File: src/common/bps_pkg.sv
// package for the bus power state and power report block
`default_nettype none
package bps_pkg;
	// apb register byte offsets
	localparam logic [7:0] BPS_OFF_PM_CTRL = 8'h00;
	localparam logic [7:0] BPS_OFF_BRIDGE_EXT = 8'h04;
	localparam logic [7:0] BPS_OFF_BUS_STATUS = 8'h08;
	localparam logic [7:0] BPS_OFF_PWR_TABLE = 8'h40;
	localparam logic [7:0] BPS_OFF_PWR_TABLE_END = 8'h64;
	// pm_control_status field positions
	localparam int BPS_PS_LSB = 0;
	localparam int BPS_SEL_LSB = 9;
	localparam int BPS_SCALE_LSB = 13;
	localparam int BPS_DATA_LSB = 16;
	// bridge extension bits
	localparam int BPS_CHOICE_BIT = 6;
	localparam int BPS_ENABLE_BIT = 7;
	localparam int BPS_PWR_UP_BIT = 8;
	// selector values
	localparam logic [3:0] BPS_SEL_COMMON = 4'h8;
	localparam int BPS_TABLE_DEPTH = 9;
	// reset values and scale codes
	localparam logic [3:0] BPS_SEL_RESET = 4'h0;
	localparam logic [7:0] BPS_DATA_RESET = 8'h00;
	localparam logic [1:0] BPS_SCALE_UNKNOWN = 2'h0;
	localparam logic [1:0] BPS_SCALE_TENTH = 2'h1;
	localparam logic [1:0] BPS_SCALE_HUNDREDTH = 2'h2;
	localparam logic [1:0] BPS_SCALE_THOUSANDTH = 2'h3;
	// timing
	localparam int BPS_CLK_MHZ = 250;
	localparam int BPS_RESET_US = 1000;
	localparam int BPS_RESET_CYCLES = BPS_RESET_US * BPS_CLK_MHZ;
	localparam int BPS_SETTLE_NS = 120;
	localparam int BPS_SETTLE_CYCLES = (BPS_SETTLE_NS * BPS_CLK_MHZ + 999) / 1000;
	localparam int BPS_CLK_DIV = 20;

	typedef enum logic [1:0] {
		BPS_FUNC_FULL_POWER = 2'h0,
		BPS_FUNC_LIGHT_SLEEP = 2'h1,
		BPS_FUNC_DEEP_SLEEP = 2'h2,
		BPS_FUNC_HOT_OFF = 2'h3
	} bps_func_state_t;

	typedef enum logic [1:0] {
		BPS_BUS_FULLY_ON = 2'h0,
		BPS_BUS_POWERED_IDLE = 2'h1,
		BPS_BUS_CLOCK_STOPPED = 2'h2,
		BPS_BUS_UNPOWERED = 2'h3
	} bps_bus_state_t;

	// one reporting table entry: measurement byte and its scale code
	typedef struct packed {
		logic [1:0] scale;
		logic [7:0] value;
	} bps_report_t;

	// secondary bus control outputs
	typedef struct packed {
		logic sec_clk;
		logic sec_power_on;
		logic sec_reset_n;
		logic sec_grant_block;
	} bps_sec_ctrl_t;
endpackage
`default_nettype wire

File: src/logic/bps_report_mem.sv
// small table memory holding the power report entries
`timescale 1ns/1ps
`default_nettype none
module bps_report_mem #(
	parameter int DEPTH = 9,
	parameter int AW = 4
) (
	// clock
	input wire logic clk,
	// write port
	input wire logic wr_en,
	input wire logic [AW-1:0] wr_addr,
	input wire bps_pkg::bps_report_t wr_data,
	// read port
	input wire logic [AW-1:0] rd_addr,
	output bps_pkg::bps_report_t rd_data
);
	import bps_pkg::*;

	bps_report_t mem_reg [DEPTH];

	// no reset on the array so it maps onto plain storage
	always_ff @(posedge clk) begin
		if (wr_en && (32'(wr_addr) < DEPTH)) begin
			mem_reg[wr_addr] <= wr_data;
		end
	end

	always_ff @(posedge clk) begin
		if (32'(rd_addr) < DEPTH) begin
			rd_data <= mem_reg[rd_addr];
		end else begin
			rd_data <= '0;
		end
	end
endmodule
`default_nettype wire

File: src/logic/bps_power_ctrl.sv
// bus power state sequencer and power report window with apb access
//
// The placing of the registers and the APB interface to the registers were decided locally.
`timescale 1ns/1ps
`default_nettype none
// Notes on behaviour
// - selectors 0-3 report max power drawn from bus supply per function state
// - selectors 4-7 report heat released in chassis per function state
// - scale code 0 unknown, 1 tenths, 2 hundredths, 3 thousandths of watt
// - only function 0 of multi-function device answers selector 8 with common logic
// - selectors 9-15 reserved on function 0 of multi-function device, 8-15 elsewhere
// - each reported value is the state's maximum power
// - report values may be loaded at reset from straps
// - powered idle keeps supply and clock, no transactions
// - clock stopped keeps supply, clock held low
// - idle states keep bus signals at valid levels, parking allowed
// - accesses below a bus not fully on end as master abort
// - leaving fully on waits for bus idle before power or clock change
// - supply return asserts bus reset then brings bus to active idle
// - register controlled unpowered entry is optional, power loss yields it
// - 4-bit selector in control register picks measurement and scale
// - bus state tracks function state per mapping
// - hot off with control enabled: choice set stops clock, clear removes supply
module bps_power_ctrl #(
	parameter bit MULTI_FUNC = 1'b1,
	parameter bit FUNC_ZERO = 1'b1,
	parameter int RESET_CYCLES = bps_pkg::BPS_RESET_CYCLES
) (
	// apb slave
	input wire logic pclk,
	input wire logic presetn,
	input wire logic psel,
	input wire logic penable,
	input wire logic pwrite,
	input wire logic [7:0] paddr,
	input wire logic [31:0] pwdata,
	output logic [31:0] prdata,
	output logic pready,
	output logic pslverr,
	// straps
	input wire logic strap_enable,
	input wire logic strap_choice,
	input wire logic strap_load,
	input wire bps_pkg::bps_report_t strap_report,
	// secondary bus side
	input wire logic sec_bus_idle_pin,
	input wire logic downstream_req,
	output logic downstream_grant,
	output logic downstream_master_abort,
	output bps_pkg::bps_sec_ctrl_t sec_ctrl,
	output bps_pkg::bps_bus_state_t bus_state
);
	import bps_pkg::*;

	// ----------------------------------------------------------------
	// pin synchronisers
	// ----------------------------------------------------------------
	logic idle_meta_reg, idle_sync_reg;
	always_ff @(posedge pclk or negedge presetn) begin
		if (!presetn) begin
			idle_meta_reg <= 1'b0;
			idle_sync_reg <= 1'b0;
		end else begin
			idle_meta_reg <= sec_bus_idle_pin;
			idle_sync_reg <= idle_meta_reg;
		end
	end

	// ----------------------------------------------------------------
	// apb decode
	// ----------------------------------------------------------------
	wire apb_access = psel && penable;
	wire apb_write = apb_access && pwrite;
	wire hit_ctrl = (paddr == BPS_OFF_PM_CTRL);
	wire hit_ext = (paddr == BPS_OFF_BRIDGE_EXT);
	wire hit_status = (paddr == BPS_OFF_BUS_STATUS);
	wire hit_table = (paddr >= BPS_OFF_PWR_TABLE) && (paddr <= BPS_OFF_PWR_TABLE_END) && (paddr[1:0] == 2'h0);
	wire hit_any = hit_ctrl || hit_ext || hit_status || hit_table;
	wire [3:0] table_index = 4'(paddr[7:2] - BPS_OFF_PWR_TABLE[7:2]);

	assign pready = 1'b1;
	assign pslverr = apb_access && !hit_any;

	// ----------------------------------------------------------------
	// strap capture after reset release
	// ----------------------------------------------------------------
	logic strap_done_reg, enable_reg, choice_reg;
	logic [3:0] load_idx_reg;
	wire loading = strap_load && (32'(load_idx_reg) < BPS_TABLE_DEPTH);
	always_ff @(posedge pclk or negedge presetn) begin
		if (!presetn) begin
			strap_done_reg <= 1'b0;
			enable_reg <= 1'b0;
			choice_reg <= 1'b0;
			load_idx_reg <= 4'h0;
		end else begin
			if (!strap_done_reg) begin
				strap_done_reg <= 1'b1;
				enable_reg <= strap_enable;
				choice_reg <= strap_choice;
			end
			if (loading) begin
				load_idx_reg <= load_idx_reg + 4'h1;
			end
		end
	end

	// ----------------------------------------------------------------
	// control register
	// ----------------------------------------------------------------
	logic [3:0] sel_reg;
	bps_func_state_t func_reg;
	logic pwr_up_reg;
	always_ff @(posedge pclk or negedge presetn) begin
		if (!presetn) begin
			sel_reg <= BPS_SEL_RESET;
			func_reg <= BPS_FUNC_FULL_POWER;
			pwr_up_reg <= 1'b1;
		end else if (apb_write && hit_ctrl) begin
			sel_reg <= pwdata[BPS_SEL_LSB +: 4];
			func_reg <= bps_func_state_t'(pwdata[BPS_PS_LSB +: 2]);
		end else if (apb_write && hit_ext) begin
			pwr_up_reg <= pwdata[BPS_PWR_UP_BIT];
		end
	end

	// ----------------------------------------------------------------
	// report table and window
	// ----------------------------------------------------------------
	wire tbl_wr = loading || (apb_write && hit_table);
	wire [3:0] tbl_wr_addr = loading ? load_idx_reg : table_index;
	bps_report_t tbl_wr_data;
	assign tbl_wr_data = loading ? strap_report : bps_report_t'(pwdata[9:0]);
	bps_report_t mem_rd;
	wire sel_common_ok = MULTI_FUNC && FUNC_ZERO;
	wire sel_valid = (sel_reg < BPS_SEL_COMMON) || ((sel_reg == BPS_SEL_COMMON) && sel_common_ok);
	wire [3:0] mem_rd_addr = sel_valid ? sel_reg : 4'hf;

	bps_report_mem #(
		.DEPTH(BPS_TABLE_DEPTH),
		.AW(4)
	) bps_report_mem_i (
		.clk(pclk),
		.wr_en(tbl_wr),
		.wr_addr(tbl_wr_addr),
		.wr_data(tbl_wr_data),
		.rd_addr(mem_rd_addr),
		.rd_data(mem_rd)
	);

	// entries 0-3 consumed, 4-7 dissipated, 8 common; each a state maximum
	bps_report_t report;
	assign report = sel_valid ? mem_rd : bps_report_t'('0);
	wire [1:0] scale_out = report.scale;

	// ----------------------------------------------------------------
	// bus state target
	// ----------------------------------------------------------------
	bps_bus_state_t target;
	wire hot_off = (func_reg == BPS_FUNC_HOT_OFF);
	assign target = !pwr_up_reg ? BPS_BUS_UNPOWERED :
		!enable_reg ? BPS_BUS_FULLY_ON :
		(func_reg == BPS_FUNC_LIGHT_SLEEP) ? BPS_BUS_POWERED_IDLE :
		(func_reg == BPS_FUNC_DEEP_SLEEP) ? BPS_BUS_CLOCK_STOPPED :
		(hot_off && choice_reg) ? BPS_BUS_CLOCK_STOPPED :
		hot_off ? BPS_BUS_UNPOWERED :
		BPS_BUS_FULLY_ON;

	// ----------------------------------------------------------------
	// secondary clock divider
	// ----------------------------------------------------------------
	logic [7:0] div_reg;
	logic sclk_reg;
	logic clk_run;
	wire div_tick = (div_reg == 8'(BPS_CLK_DIV / 2 - 1));
	always_ff @(posedge pclk or negedge presetn) begin
		if (!presetn) begin
			div_reg <= 8'h00;
			sclk_reg <= 1'b0;
		end else if (div_tick) begin
			div_reg <= 8'h00;
			// only a rising edge is gated, so a stop lands on a full low phase
			sclk_reg <= sclk_reg ? 1'b0 : clk_run;
		end else begin
			div_reg <= div_reg + 8'h01;
		end
	end

	// ----------------------------------------------------------------
	// sequencer
	// ----------------------------------------------------------------
	typedef enum logic [2:0] {S_ON, S_DRAIN, S_LOW, S_OFF, S_RESET} bps_seq_t;
	bps_seq_t seq_reg;
	bps_bus_state_t bus_reg;
	logic [31:0] cnt_reg;
	wire cnt_done = (cnt_reg == 32'h0);
	always_ff @(posedge pclk or negedge presetn) begin
		if (!presetn) begin
			seq_reg <= S_ON;
			bus_reg <= BPS_BUS_FULLY_ON;
			cnt_reg <= 32'h0;
		end else begin
			if (!cnt_done) begin
				cnt_reg <= cnt_reg - 32'h1;
			end
			unique case (seq_reg)
				S_ON: begin
					if (target != BPS_BUS_FULLY_ON) begin
						seq_reg <= S_DRAIN;
						cnt_reg <= 32'(BPS_SETTLE_CYCLES);
					end
				end
				S_DRAIN: begin
					// bus must sit idle for the settle time before any change
					if (!idle_sync_reg) begin
						cnt_reg <= 32'(BPS_SETTLE_CYCLES);
					end else if (cnt_done) begin
						bus_reg <= target;
						seq_reg <= (target == BPS_BUS_UNPOWERED) ? S_OFF :
							(target == BPS_BUS_FULLY_ON) ? S_ON : S_LOW;
					end
				end
				S_LOW: begin
					if (target == BPS_BUS_UNPOWERED) begin
						bus_reg <= BPS_BUS_UNPOWERED;
						seq_reg <= S_OFF;
					end else begin
						bus_reg <= target;
						if (target == BPS_BUS_FULLY_ON) begin
							seq_reg <= S_ON;
						end
					end
				end
				S_OFF: begin
					if (target != BPS_BUS_UNPOWERED) begin
						seq_reg <= S_RESET;
						cnt_reg <= 32'(RESET_CYCLES);
					end
				end
				S_RESET: begin
					if (cnt_done) begin
						bus_reg <= BPS_BUS_FULLY_ON;
						seq_reg <= S_ON;
					end
				end
			endcase
		end
	end

	wire powered = (seq_reg != S_OFF);
	assign clk_run = (bus_reg == BPS_BUS_FULLY_ON) || (bus_reg == BPS_BUS_POWERED_IDLE) || (seq_reg == S_RESET);
	wire fully_on = (bus_reg == BPS_BUS_FULLY_ON) && (seq_reg == S_ON);

	// ----------------------------------------------------------------
	// outputs
	// ----------------------------------------------------------------
	// grant block keeps arbitration parked, signals stay at valid levels
	assign sec_ctrl.sec_clk = sclk_reg;
	assign sec_ctrl.sec_power_on = powered;
	assign sec_ctrl.sec_reset_n = powered && (seq_reg != S_RESET);
	assign sec_ctrl.sec_grant_block = !fully_on;
	assign downstream_grant = downstream_req && fully_on;
	assign downstream_master_abort = downstream_req && !fully_on;
	assign bus_state = bus_reg;

	wire [31:0] ctrl_word = (32'(report.value) << BPS_DATA_LSB) | (32'(scale_out) << BPS_SCALE_LSB) |
		(32'(sel_reg) << BPS_SEL_LSB) | (32'(func_reg) << BPS_PS_LSB);
	wire [31:0] ext_word = (32'(enable_reg) << BPS_ENABLE_BIT) | (32'(choice_reg) << BPS_CHOICE_BIT) |
		(32'(pwr_up_reg) << BPS_PWR_UP_BIT);
	wire [31:0] status_word = {28'h0, 1'b0, fully_on, bus_reg};

	always_ff @(posedge pclk or negedge presetn) begin
		if (!presetn) begin
			prdata <= 32'h0;
		end else if (psel && !penable && !pwrite) begin
			prdata <= hit_ctrl ? ctrl_word : hit_ext ? ext_word : hit_status ? status_word : 32'h0;
		end
	end
endmodule
`default_nettype wire

File: config.mk
export PLATFORM = sky130hd
export DESIGN_NAME = bps_power_ctrl
export DESIGN_NICKNAME = d
export VERILOG_FILES = /design/src/common/bps_pkg.sv /design/src/logic/bps_report_mem.sv /design/src/logic/bps_power_ctrl.sv
export SDC_FILE = /design/constraint.sdc
export NUM_CORES = 1
export LEC_CHECK = 0
export ABC_AREA = 0
export BUFFER_PORTS_ARGS = -buffer_cell sky130_fd_sc_hd__buf_4
export CORE_ASPECT_RATIO = 0.7
export CORE_UTILIZATION = 45
export DETAILED_ROUTE_END_ITERATION = 8
export GPL_ROUTABILITY_DRIVEN = 0
export GPL_TIMING_DRIVEN = 1
export PLACE_DENSITY_LB_ADDON = 0.25
export SLEW_MARGIN = 20
export SYNTH_ARGS = -nofsm -noshare
export SYNTH_HDL_FRONTEND = slang
export SYNTH_SLANG_ARGS = --single-unit
File: constraint.sdc
create_clock -name pclk -period 2.52 [get_ports pclk]
set_input_delay 0 -clock pclk [delete_from_list [all_inputs] [get_ports pclk]]
set_output_delay 0 -clock pclk [all_outputs]
set_load 0.005 [all_outputs]
==> metrics.yaml, run 1 <==
crit_family: "simple AND/OR/NAND/NOR gates"
layout_common_cells: "buf_4, edfxtp_1, dfrtp_1"
p_leak_nw: 3.980
die_h_um: 114.3
pre_cts_ws_ps: 19.02
crit_chain: "or4_4 > or4b_4 > o311a_4 > and3_1 > or3_1"
setup_ws_ps: 46.51
cts_tree: "built"
antennaDiodeCount: 0
syn_area_um2: 8109
syn_area_per_cell_um2: 12.44
route.vias.total: 5703
die_w_um: 162.4
worst_clock_skew_ps: 13.22
final_util: 0.5710
slew_violations: 0
yosysSeqAreaShare: 0.6112
ioPinCount: 102
critPathLaunch: "cnt_reg[17]"
holdCritStartpoint: "pwdata[7]"
numClockSinks: 182
crit_path_end_kind: "register"
hold_ws_ps: 12.62
postRouteAntennaNets: 0
p_total_mw: 6.754
async_flop_share: 0.4505
clock_latency_ps: 430
fin_crit_sh: 0.9815
rsz0062_at_grt: "yes"
grt_max_degree: 83
synth_cell_types: 66
worstReg2RegEnd: "cnt_reg[12]"
wl_per_cell_um: 18.12
r2r_slack_ps: 50
fmax_ghz: 0.4043
final_common_cell: "buf_4"
netlist_instances: 652
path_max_fanout: 5
clock_path_buffers: 2
htree_levels: 4
fp.dieArea_um2: 18570
io_buffers: 69
hp-class: "input pin to register"
dr.pass1.iters: 5
std_cell_rows: 40
vias_per_cell: 5.608
grt_pass1_vias: 5491
max-vdd-ir-drop_uv: 495.9
cts_root_buf: "clkbuf_16"
drtIter0Drc: 464
setup_viol: 0
synth_ff_type: "edfxtp_1"
drive_above_1_share: 0.2684
clkTransAtPathRegs_ps: 70
drc_errors: 0
ys_warn_count: 0
largest_reg_flops: 90
worstReg2RegStart: "cnt_reg[17]"
dpl.hpwl_um: 13060
start_util: 0.4669
max_stage_delay_ps: 570
antenna_found_initial: 0
cp.required_ps: 2830
area_growth_pct: 22.30
cts_made_buffers: 17
slowest_stage: "or4b_4"
ff2ff_path_depth: 5
synthTopCellsByArea: "edfxtp_1, dfrtp_1, mux2_2"
grtUsageTotal: 0.2118
hold_viol: 0
synth_top_cell_by_area: "edfxtp_1"
core_um2: 17370
fillCellCount: 1398
worstSetupEndpoint: "cnt_reg[12]"
worst_ep_arrival_time_ps: 2790
synth-seq-cells: 182
synth.top_cell.area_share: 0.3333
synth_edf_count: 90
p_per_area_nw_per_um2: 681.1
finalNetCount: 838
worst_pin_slew_ps: 775.8
path_depth: 5
worstSetupPathType: "register to register"
drv_cap: 0
critPathLaunchType: "register"
max-slew-margin-rel: 0.4828
wirelength_um: 18430
status: "complete, no violations"
path_buf_inv: 0
grt_pass1_wl_um: 29640
gr-total-overflow: 0
finalCriticalPeriod_ps: 2473
## worst register-to-register path, delay by kind of cell (launching register included)
family	cells	cell delay [ps]
and+or+nand+nor	4	1620
DFF	1	400
AOI/OAI and AO/OA	1	340
## kinds of logic after synthesis
| kind of cell | Yosys count | share of synthesized area |
|---|---|---|
| muxes | 41 | 0.06913 |
| and+or+nand+nor | 222 | 0.1480 |
| other | 2 | 0.0009261 |
| xor gates and xnor gates | 13 | 0.01404 |
| AOI/OAI and AO/OA | 140 | 0.1202 |
| DFF | 182 | 0.6112 |
| adders and majority gates | 5 | 0.007715 |
| buffers and inverters | 47 | 0.02885 |
## per-stage QoR
| step | TNS, ps | cells | area (um2) |
|---|---|---|---|
| 2_1_floorplan | 0 | 664 | 8158 |
| 3_3_place_gp | 0 | 971 | 9133 |
| 3_5_place_dp | 0 | 971 | 9133 |
| 4_1_cts | 0 | 1015 | 9858 |
| 5_1_grt | -42.53 | 1017 | 9917 |
| 6_report | 0 | 1017 | 9917 |
## layer usage
layer	part of all wire	up-vias	global-route usage
met3	0.052	14	0.04093
met2	0.43	191	0.3037
li1	-	2675	-
met5	0	-	0
met4	0.012	0	0.06352
met1	0.50	2823	0.3238
## what timing repair did
item,in CTS,in global routing
endpoints found under the hold margin,92,0
setup endpoints to repair,0,17
setup buffers,0,2
hold buffers,12,0
gates resized for setup,0,7
## Yosys cell counts (8+ instances only)
master     n
mux4_2    10
mux2i_1   11
or3_1     11
or4_1      9
buf_4     15
nand2_1   54
dfrtp_1   81
o21ai_0   24
nor2b_1   14
a21o_1    12
dfxtp_1   10
a21oi_1   33
nor3_1     8
mux2_2    20
edfxtp_1  90
o221ai_1  10
clkbuf_1  22
nor2_1    57
nand3_1    9
a22o_1    16
xnor2_1    9
or2_2      8
## worst min-delay path by stage
stage	to	cells after the start
floorplan	bus_state[0]	0
global placement	idle_meta_reg	1
detailed placement	idle_meta_reg	1
CTS	bps_report_mem_i.mem_reg[0][7]	2
global route	bps_report_mem_i.mem_reg[0][7]	2
finish	bps_report_mem_i.mem_reg[0][7]	2
## report_power, final
part,internal [mW],switching [mW]
Sequential,3.31,0.0754
Combinational,0.255,0.394
Clock,1.52,1.20
## layout make-up
class / count / area [um2] / share of cell area
inverters: 6 / 22.52 / 0.002271
clock buffers: 18 / 439.2 / 0.04428
well taps: 231 / 289.0 / 0.02914
repair buffers: 131 / 1030 / 0.1038
multi-input cells: 435 / 3014 / 0.3039
flip-flops and latches: 182 / 4956 / 0.4997
clock inverters: 14 / 166.4 / 0.01678
Power figures use the tool's default switching activity.
==> inputs of run 2 (changes only) <==
Settings changed: CTS_BUF_LIST from default to sky130_fd_sc_hd__clkbuf_4 sky130_fd_sc_hd__clkbuf_8.
==> run 2 against run 1 <==
- worst setup slack got worse by 76 ps
- non-clock buffer count increased by 10
- sequential share of layout area increased by 0.54 points
- critical path depth increased by 1
- cell count increased by 0.98%
- register-to-register slack got worse by 80 ps
- design area decreased by 1.0%
- first-iteration DRC count increased by 6.5%
- die area unchanged
- clock power decreased by 25%
- the run now ends with negative setup slack left
==> metrics.yaml, run 2 (synthesized netlist as in run 1, its figures left out) <==
clock_path_buffers: 2  # unchanged
clkTransAtPathRegs_ps: 100  # +30 ps
hold_ws_ps: 16.67  # +4.053 ps
finalNetCount: 848  # +1.2%
worst_clock_skew_ps: 13.46  # +0.2417 ps
crit_path_end_kind: "register"
max-vdd-ir-drop_uv: 438.5  # -12%
stdcell_count: 1027  # +0.98%
worst_hold_path.endpoint: "bps_report_mem_i.mem_reg[5][5]"
final_cell_area_um2: 9814  # -1.0%
route.vias.total: 5731  # +0.49%
r2r_slack_ps: -30  # -80 ps
violations: "negative setup slack"
vias_per_cell: 5.580  # -0.49%
cts_tree: "built"
hp-class: "input pin to register"
setup_ws_ps: -29.66  # -76.17 ps
die_h_um: 114.3  # unchanged
gr-total-overflow: 0  # unchanged
worst_pin_slew_ps: 769.1  # -6.716 ps
grt_pass1_wl_um: 29700  # +0.23%
p_per_area_nw_per_um2: 622.7  # -8.6%
cts_root_buf: "clkbuf_8"
setup_viol: 1  # +1
worstSetupPathType: "register to register"
antennaDiodeCount: 0  # unchanged
fillCellCount: 1404  # +0.43%
ff2ff_path_depth: 6  # +1
cts_made_buffers: 17  # unchanged
wirelength_um: 18530  # +0.54%
io_buffers: 69  # unchanged
fp.dieArea_um2: 18570  # unchanged
finalCriticalPeriod_ps: 2550  # +76.17 ps
final_common_cell: "buf_4"
fin_crit_sh: 1.012  # +0.03023
layout_common_cells: "buf_4, edfxtp_1, dfrtp_1"
final_util: 0.5651  # -0.005907
dpl.hpwl_um: 13060  # unchanged
die_w_um: 162.4  # unchanged
drc_errors: 0  # unchanged
clock_latency_ps: 470  # +40 ps
postRouteAntennaNets: 0  # unchanged
worstReg2RegStart: "cnt_reg[17]"
dpl_cell_area_um2: 9133  # unchanged
p_total_mw: 6.112  # -9.5%
critPathLaunchType: "register"
path_max_fanout: 5  # unchanged
drive_above_1_share: 0.2663  # -0.002116
holdCritStartpoint: "strap_report[5]"
core_um2: 17370  # unchanged
drtIter0Drc: 494  # +6.5%
rsz0062_at_grt: "yes"
grt_pass1_vias: 5567  # +1.4%
antenna_found_initial: 0  # unchanged
fmax_ghz: 0.3922  # -3.0%
area_growth_pct: 21.03
numClockSinks: 182  # unchanged
status: "finished with violations"
grt_max_degree: 83  # unchanged
p_leak_nw: 3.919  # -1.5%
ioPinCount: 102  # unchanged
std_cell_rows: 40  # unchanged
worst_ep_arrival_time_ps: 2940  # +150 ps
slew_violations: 0  # unchanged
htree_levels: 4  # unchanged
drv_cap: 0  # unchanged
max-slew-margin-rel: 0.4873  # +0.004478
dp_cells: 971  # unchanged
fin_tns_setup_ps: -29.66  # -29.66 ps
hold_depth: 2  # unchanged
wl_per_cell_um: 18.04  # -0.44%
pre_cts_ws_ps: 19.02  # unchanged
cp.required_ps: 2920  # +90 ps
start_util: 0.4669  # unchanged
worstReg2RegEnd: "cnt_reg[22]"
hold_viol: 0  # unchanged
largest_reg_flops: 90  # unchanged
grtUsageTotal: 0.2116  # about the same
dr.pass1.iters: 5  # unchanged
-- run 2: changes by cell type in the layout (fill, tap and decap cells not counted), sizes merged --
cell         delta
dlygate4sd3     +9
buf             +1
-- run 2: how the worst max path moves through the flow --
stage | startpoint | cells past startpoint | slack, ps | end
2_1_floorplan | cnt_reg[8] | 6 | 40 | cnt_reg[12]
3_3_place_gp | cnt_reg[17] | 5 | 50 | cnt_reg[12]
3_5_place_dp | cnt_reg[17] | 5 | 20 | cnt_reg[12]
4_1_cts | cnt_reg[17] | 5 | 10 | cnt_reg[12]
5_1_grt | cnt_reg[17] | 6 | -120 | cnt_reg[22]
6_report | cnt_reg[17] | 6 | -30 | cnt_reg[22]
-- run 2: routing by layer --
metal  GRT usage  wire length, um  vias up
li1            -                -     2688
met1      0.3219             9233     2820
met2      0.3043             8011      199
met3     0.03151              942       24
met4     0.08176              345        0
met5           0                0        -
-- run 2: where the power goes --
part	leakage [nW]	total [mW]	switching (mW)	internal (mW)
logic	1.74	0.671	0.403	0.268
registers	1.98	3.39	0.0793	3.31
clock network	0.202	2.05	1.11	0.938
-- run 2: layout make-up --
type | count | area, um2 | area share
clock buffers | 18 | 247.7 | 0.02524
inverters | 6 | 22.52 | 0.002295
clock inverters | 14 | 166.4 | 0.01696
well taps | 231 | 289.0 | 0.02945
repair buffers | 141 | 1127 | 0.1149
multi-input cells | 435 | 3004 | 0.3061
flip-flops and latches | 182 | 4957 | 0.5051
-- run 2: critical path: stages, from the launching register on --
cell and delay [ps]:
dfrtp_1 420, or4_4 540, buf_4 160, nor2_1 280, o2111ai_2 250, or4b_2 680, a21oi_1 160
-- run 2: repair_timing --
action | CTS | global route
setup buffers | 0 | 3
setup endpoints to repair | 0 | 20
hold endpoints to repair | 134 | 0
hold buffers | 21 | 0
resized for setup | 0 | 6
==> inputs of run 3 (changes only) <==
Clock period 2.52 ns to 3.3 ns, I/O delays scaled along.
==> run 3 against run 2 <==
- largest power group unchanged
- critical path depth rose by 1
- die area stayed put
- non-clock buffer count fell by 24
- critical endpoint is now bps_report_mem_i.mem_reg[0][6]
- highest routed layer unchanged
- clock power down 19%
- power shrank 22%
- the flow now finishes without violations
- sequential share of layout area grew 1.0 points
- hold slack improved by 8.7 ps
- first-iteration DRC count rose by 6.9%
- via count down 1.9%
- routed wire length decreased by 0.93%
==> metrics.yaml, run 3 (synthesized netlist as in run 1, its figures left out) <==
rsz0062_at_grt: "no"
grt_pass1_vias: 5514  # -0.95%
fmax_ghz: 0.3579  # -8.8%
pre_cts_ws_ps: 626.7  # +607.6 ps
hold_viol: 0  # unchanged
worst_clock_skew_ps: 8.909  # -4.554 ps
status: "complete, no violations"
cts_hold_buffers: 25  # +19%
cts_made_buffers: 17  # unchanged
setup_viol: 0  # -1
max-vdd-ir-drop_uv: 305.6  # -30%
hold_depth: 4  # +2
crit_family: "buffers and inverters"
wirelength_um: 18360  # -0.93%
slew_violations: 0  # unchanged
pwr-share-seq: 0.543  # -0.012
fp.dieArea_um2: 18570  # unchanged
hold_ws_ps: 25.33  # +8.659 ps
wl_per_cell_um: 18.30  # +1.4%
antenna_found_initial: 0  # unchanged
drc_errors: 0  # unchanged
swShare: 0.2456  # -0.01540
drv_cap: 0  # unchanged
path_max_fanout: 12  # +7
path_buf_inv: 3  # +2
dpl.hpwl_um: 12470  # -4.5%
path_depth: 7  # +1
fin_tns_setup_ps: 0  # +29.66 ps
largest_reg_flops: 90  # unchanged
worst_ep_arrival_time_ps: 2960  # +20 ps
max-slew-margin-rel: 0.3936  # -0.09367
grtUsageTotal: 0.2101  # -0.001492
grt_max_degree: 64  # -23%
dr.pass1.iters: 5  # unchanged
drive_above_1_share: 0.2293  # -0.03706
fin_crit_sh: 0.8468  # -0.1650
io_buffers: 69  # unchanged
fillCellCount: 1417  # +0.93%
core_um2: 17370  # unchanged
worst_pin_slew_ps: 896.9  # +127.9 ps
stdcell_count: 1003  # -2.3%
layout_common_cells: "buf_4, edfxtp_1, dfrtp_1"
antennaDiodeCount: 0  # unchanged
die_h_um: 114.3  # unchanged
post_cts_resized: 0  # unchanged
grt_pass1_wl_um: 29320  # -1.3%
setup_ws_ps: 505.7  # +535.3 ps
critPathLaunchType: "register"
p_total_mw: 4.761  # -22%
hp-class: "input pin to register"
ioPinCount: 102  # unchanged
std_cell_rows: 40  # unchanged
clkTransAtPathRegs_ps: 90  # about the same
cp.required_ps: 3460  # +540 ps
p_clk_frac: 0.349  # +0.013
dpl_cell_area_um2: 8926  # -2.3%
clock_path_buffers: 2  # unchanged
ff2ff_path_depth: 7  # +1
finalCriticalPeriod_ps: 2794  # +244.7 ps
area_growth_pct: 18.61
cts_root_buf: "clkbuf_8"
worstSetupPathType: "register to register"
dp_cells: 946  # -2.6%
vias_per_cell: 5.604  # +0.43%
power_frac_comb: 0.108  # -0.002
start_util: 0.4669  # unchanged
finalNetCount: 824  # -2.8%
p_per_area_nw_per_um2: 495.0  # -21%
clock_latency_ps: 460  # about the same
cts_tree: "built"
internal-power_mw: 3.592  # -20%
post-cts-setup-buffers: 0  # unchanged
final_cell_area_um2: 9618  # -2.0%
p_switching_mw: 1.169  # -27%
final_util: 0.5538  # -0.01131
crit_chain: "inv_1 > ha_1 > nand2b_1 > a21boi_2 > buf_4 > mux2_2 > dlygate4sd3_1"
final_common_cell: "buf_4"
crit_path_end_kind: "register"
drtIter0Drc: 528  # +6.9%
postRouteAntennaNets: 0  # unchanged
die_w_um: 162.4  # unchanged
route.vias.total: 5621  # -1.9%
slowest_stage: "dlygate4sd3_1"
htree_levels: 4  # unchanged
gr-total-overflow: 0  # unchanged
numClockSinks: 182  # unchanged
max_stage_delay_ps: 690  # about the same
p_leak_nw: 3.809  # -2.8%
==> run 3: cell types whose count changed in the layout (fill, tap and decap cells not counted), moves of 2 or more <==
| cell | before | now |
|---|---|---|
| clkinvlp_4 | 2 | 0 |
| buf_4 | 118 | 92 |
| dlygate4sd3_1 | 21 | 25 |
| bufinv_16 | 2 | 4 |
| nand3_1 | 7 | 9 |
| nand3_2 | 2 | 0 |
| inv_8 | 3 | 0 |
| clkinv_2 | 0 | 3 |
==> run 3: path summary, 6_finish.rpt <==
| check | from | to | slack [ps] |
|---|---|---|---|
| max in group asynchronous | presetn | cnt_reg[27] | 2310 |
| max | load_idx_reg[0] | bps_report_mem_i.mem_reg[0][6] | 510 |
| min in group asynchronous | presetn | cnt_reg[31] | 180 |
| max reg2reg | load_idx_reg[0] | bps_report_mem_i.mem_reg[0][6] | 510 |
| min reg2reg | idle_meta_reg | idle_sync_reg | 370 |
| min | paddr[3] | prdata[1] | 30 |
==> run 3: area by class of cell <==
type                            count  area, um2  area share
Tap cell                          231      289.0     0.03005
Timing Repair Buffer              117      940.9     0.09783
Clock buffer                       18      247.7     0.02576
Multi-Input combinational cell    435       2968      0.3086
Inverter                            6      22.52    0.002342
Clock inverter                     14      193.9     0.02016
Sequential cell                   182       4956      0.5153
==> run 3: routing by layer <==
layer,global-route usage,share of wire
met5,0,0
met2,0.3239,0.45
met3,0.04020,0.070
met1,0.2997,0.47
met4,0.06918,0.013
==> run 3: power by group through the flow <==
| stage | Sequential [mW] | Clock [mW] | Combinational, mW |
|---|---|---|---|
| after floorplan | 2.62 | 0 | 0.295 |
| after global placement | 2.63 | 0 | 0.452 |
| after CTS | 2.59 | 1.70 | 0.512 |
| after global routing | 2.60 | 1.79 | 0.566 |
| final | 2.59 | 1.66 | 0.513 |
| after detailed placement | 2.64 | 0 | 0.475 |
==> run 3: tightest hold or removal path, delay by kind of cell <==
| kind | cells | cell delay, ps |
|---|---|---|
| compound gates | 2 | 220 |
| buf+inv | 1 | 120 |
| simple gates | 1 | 90 |
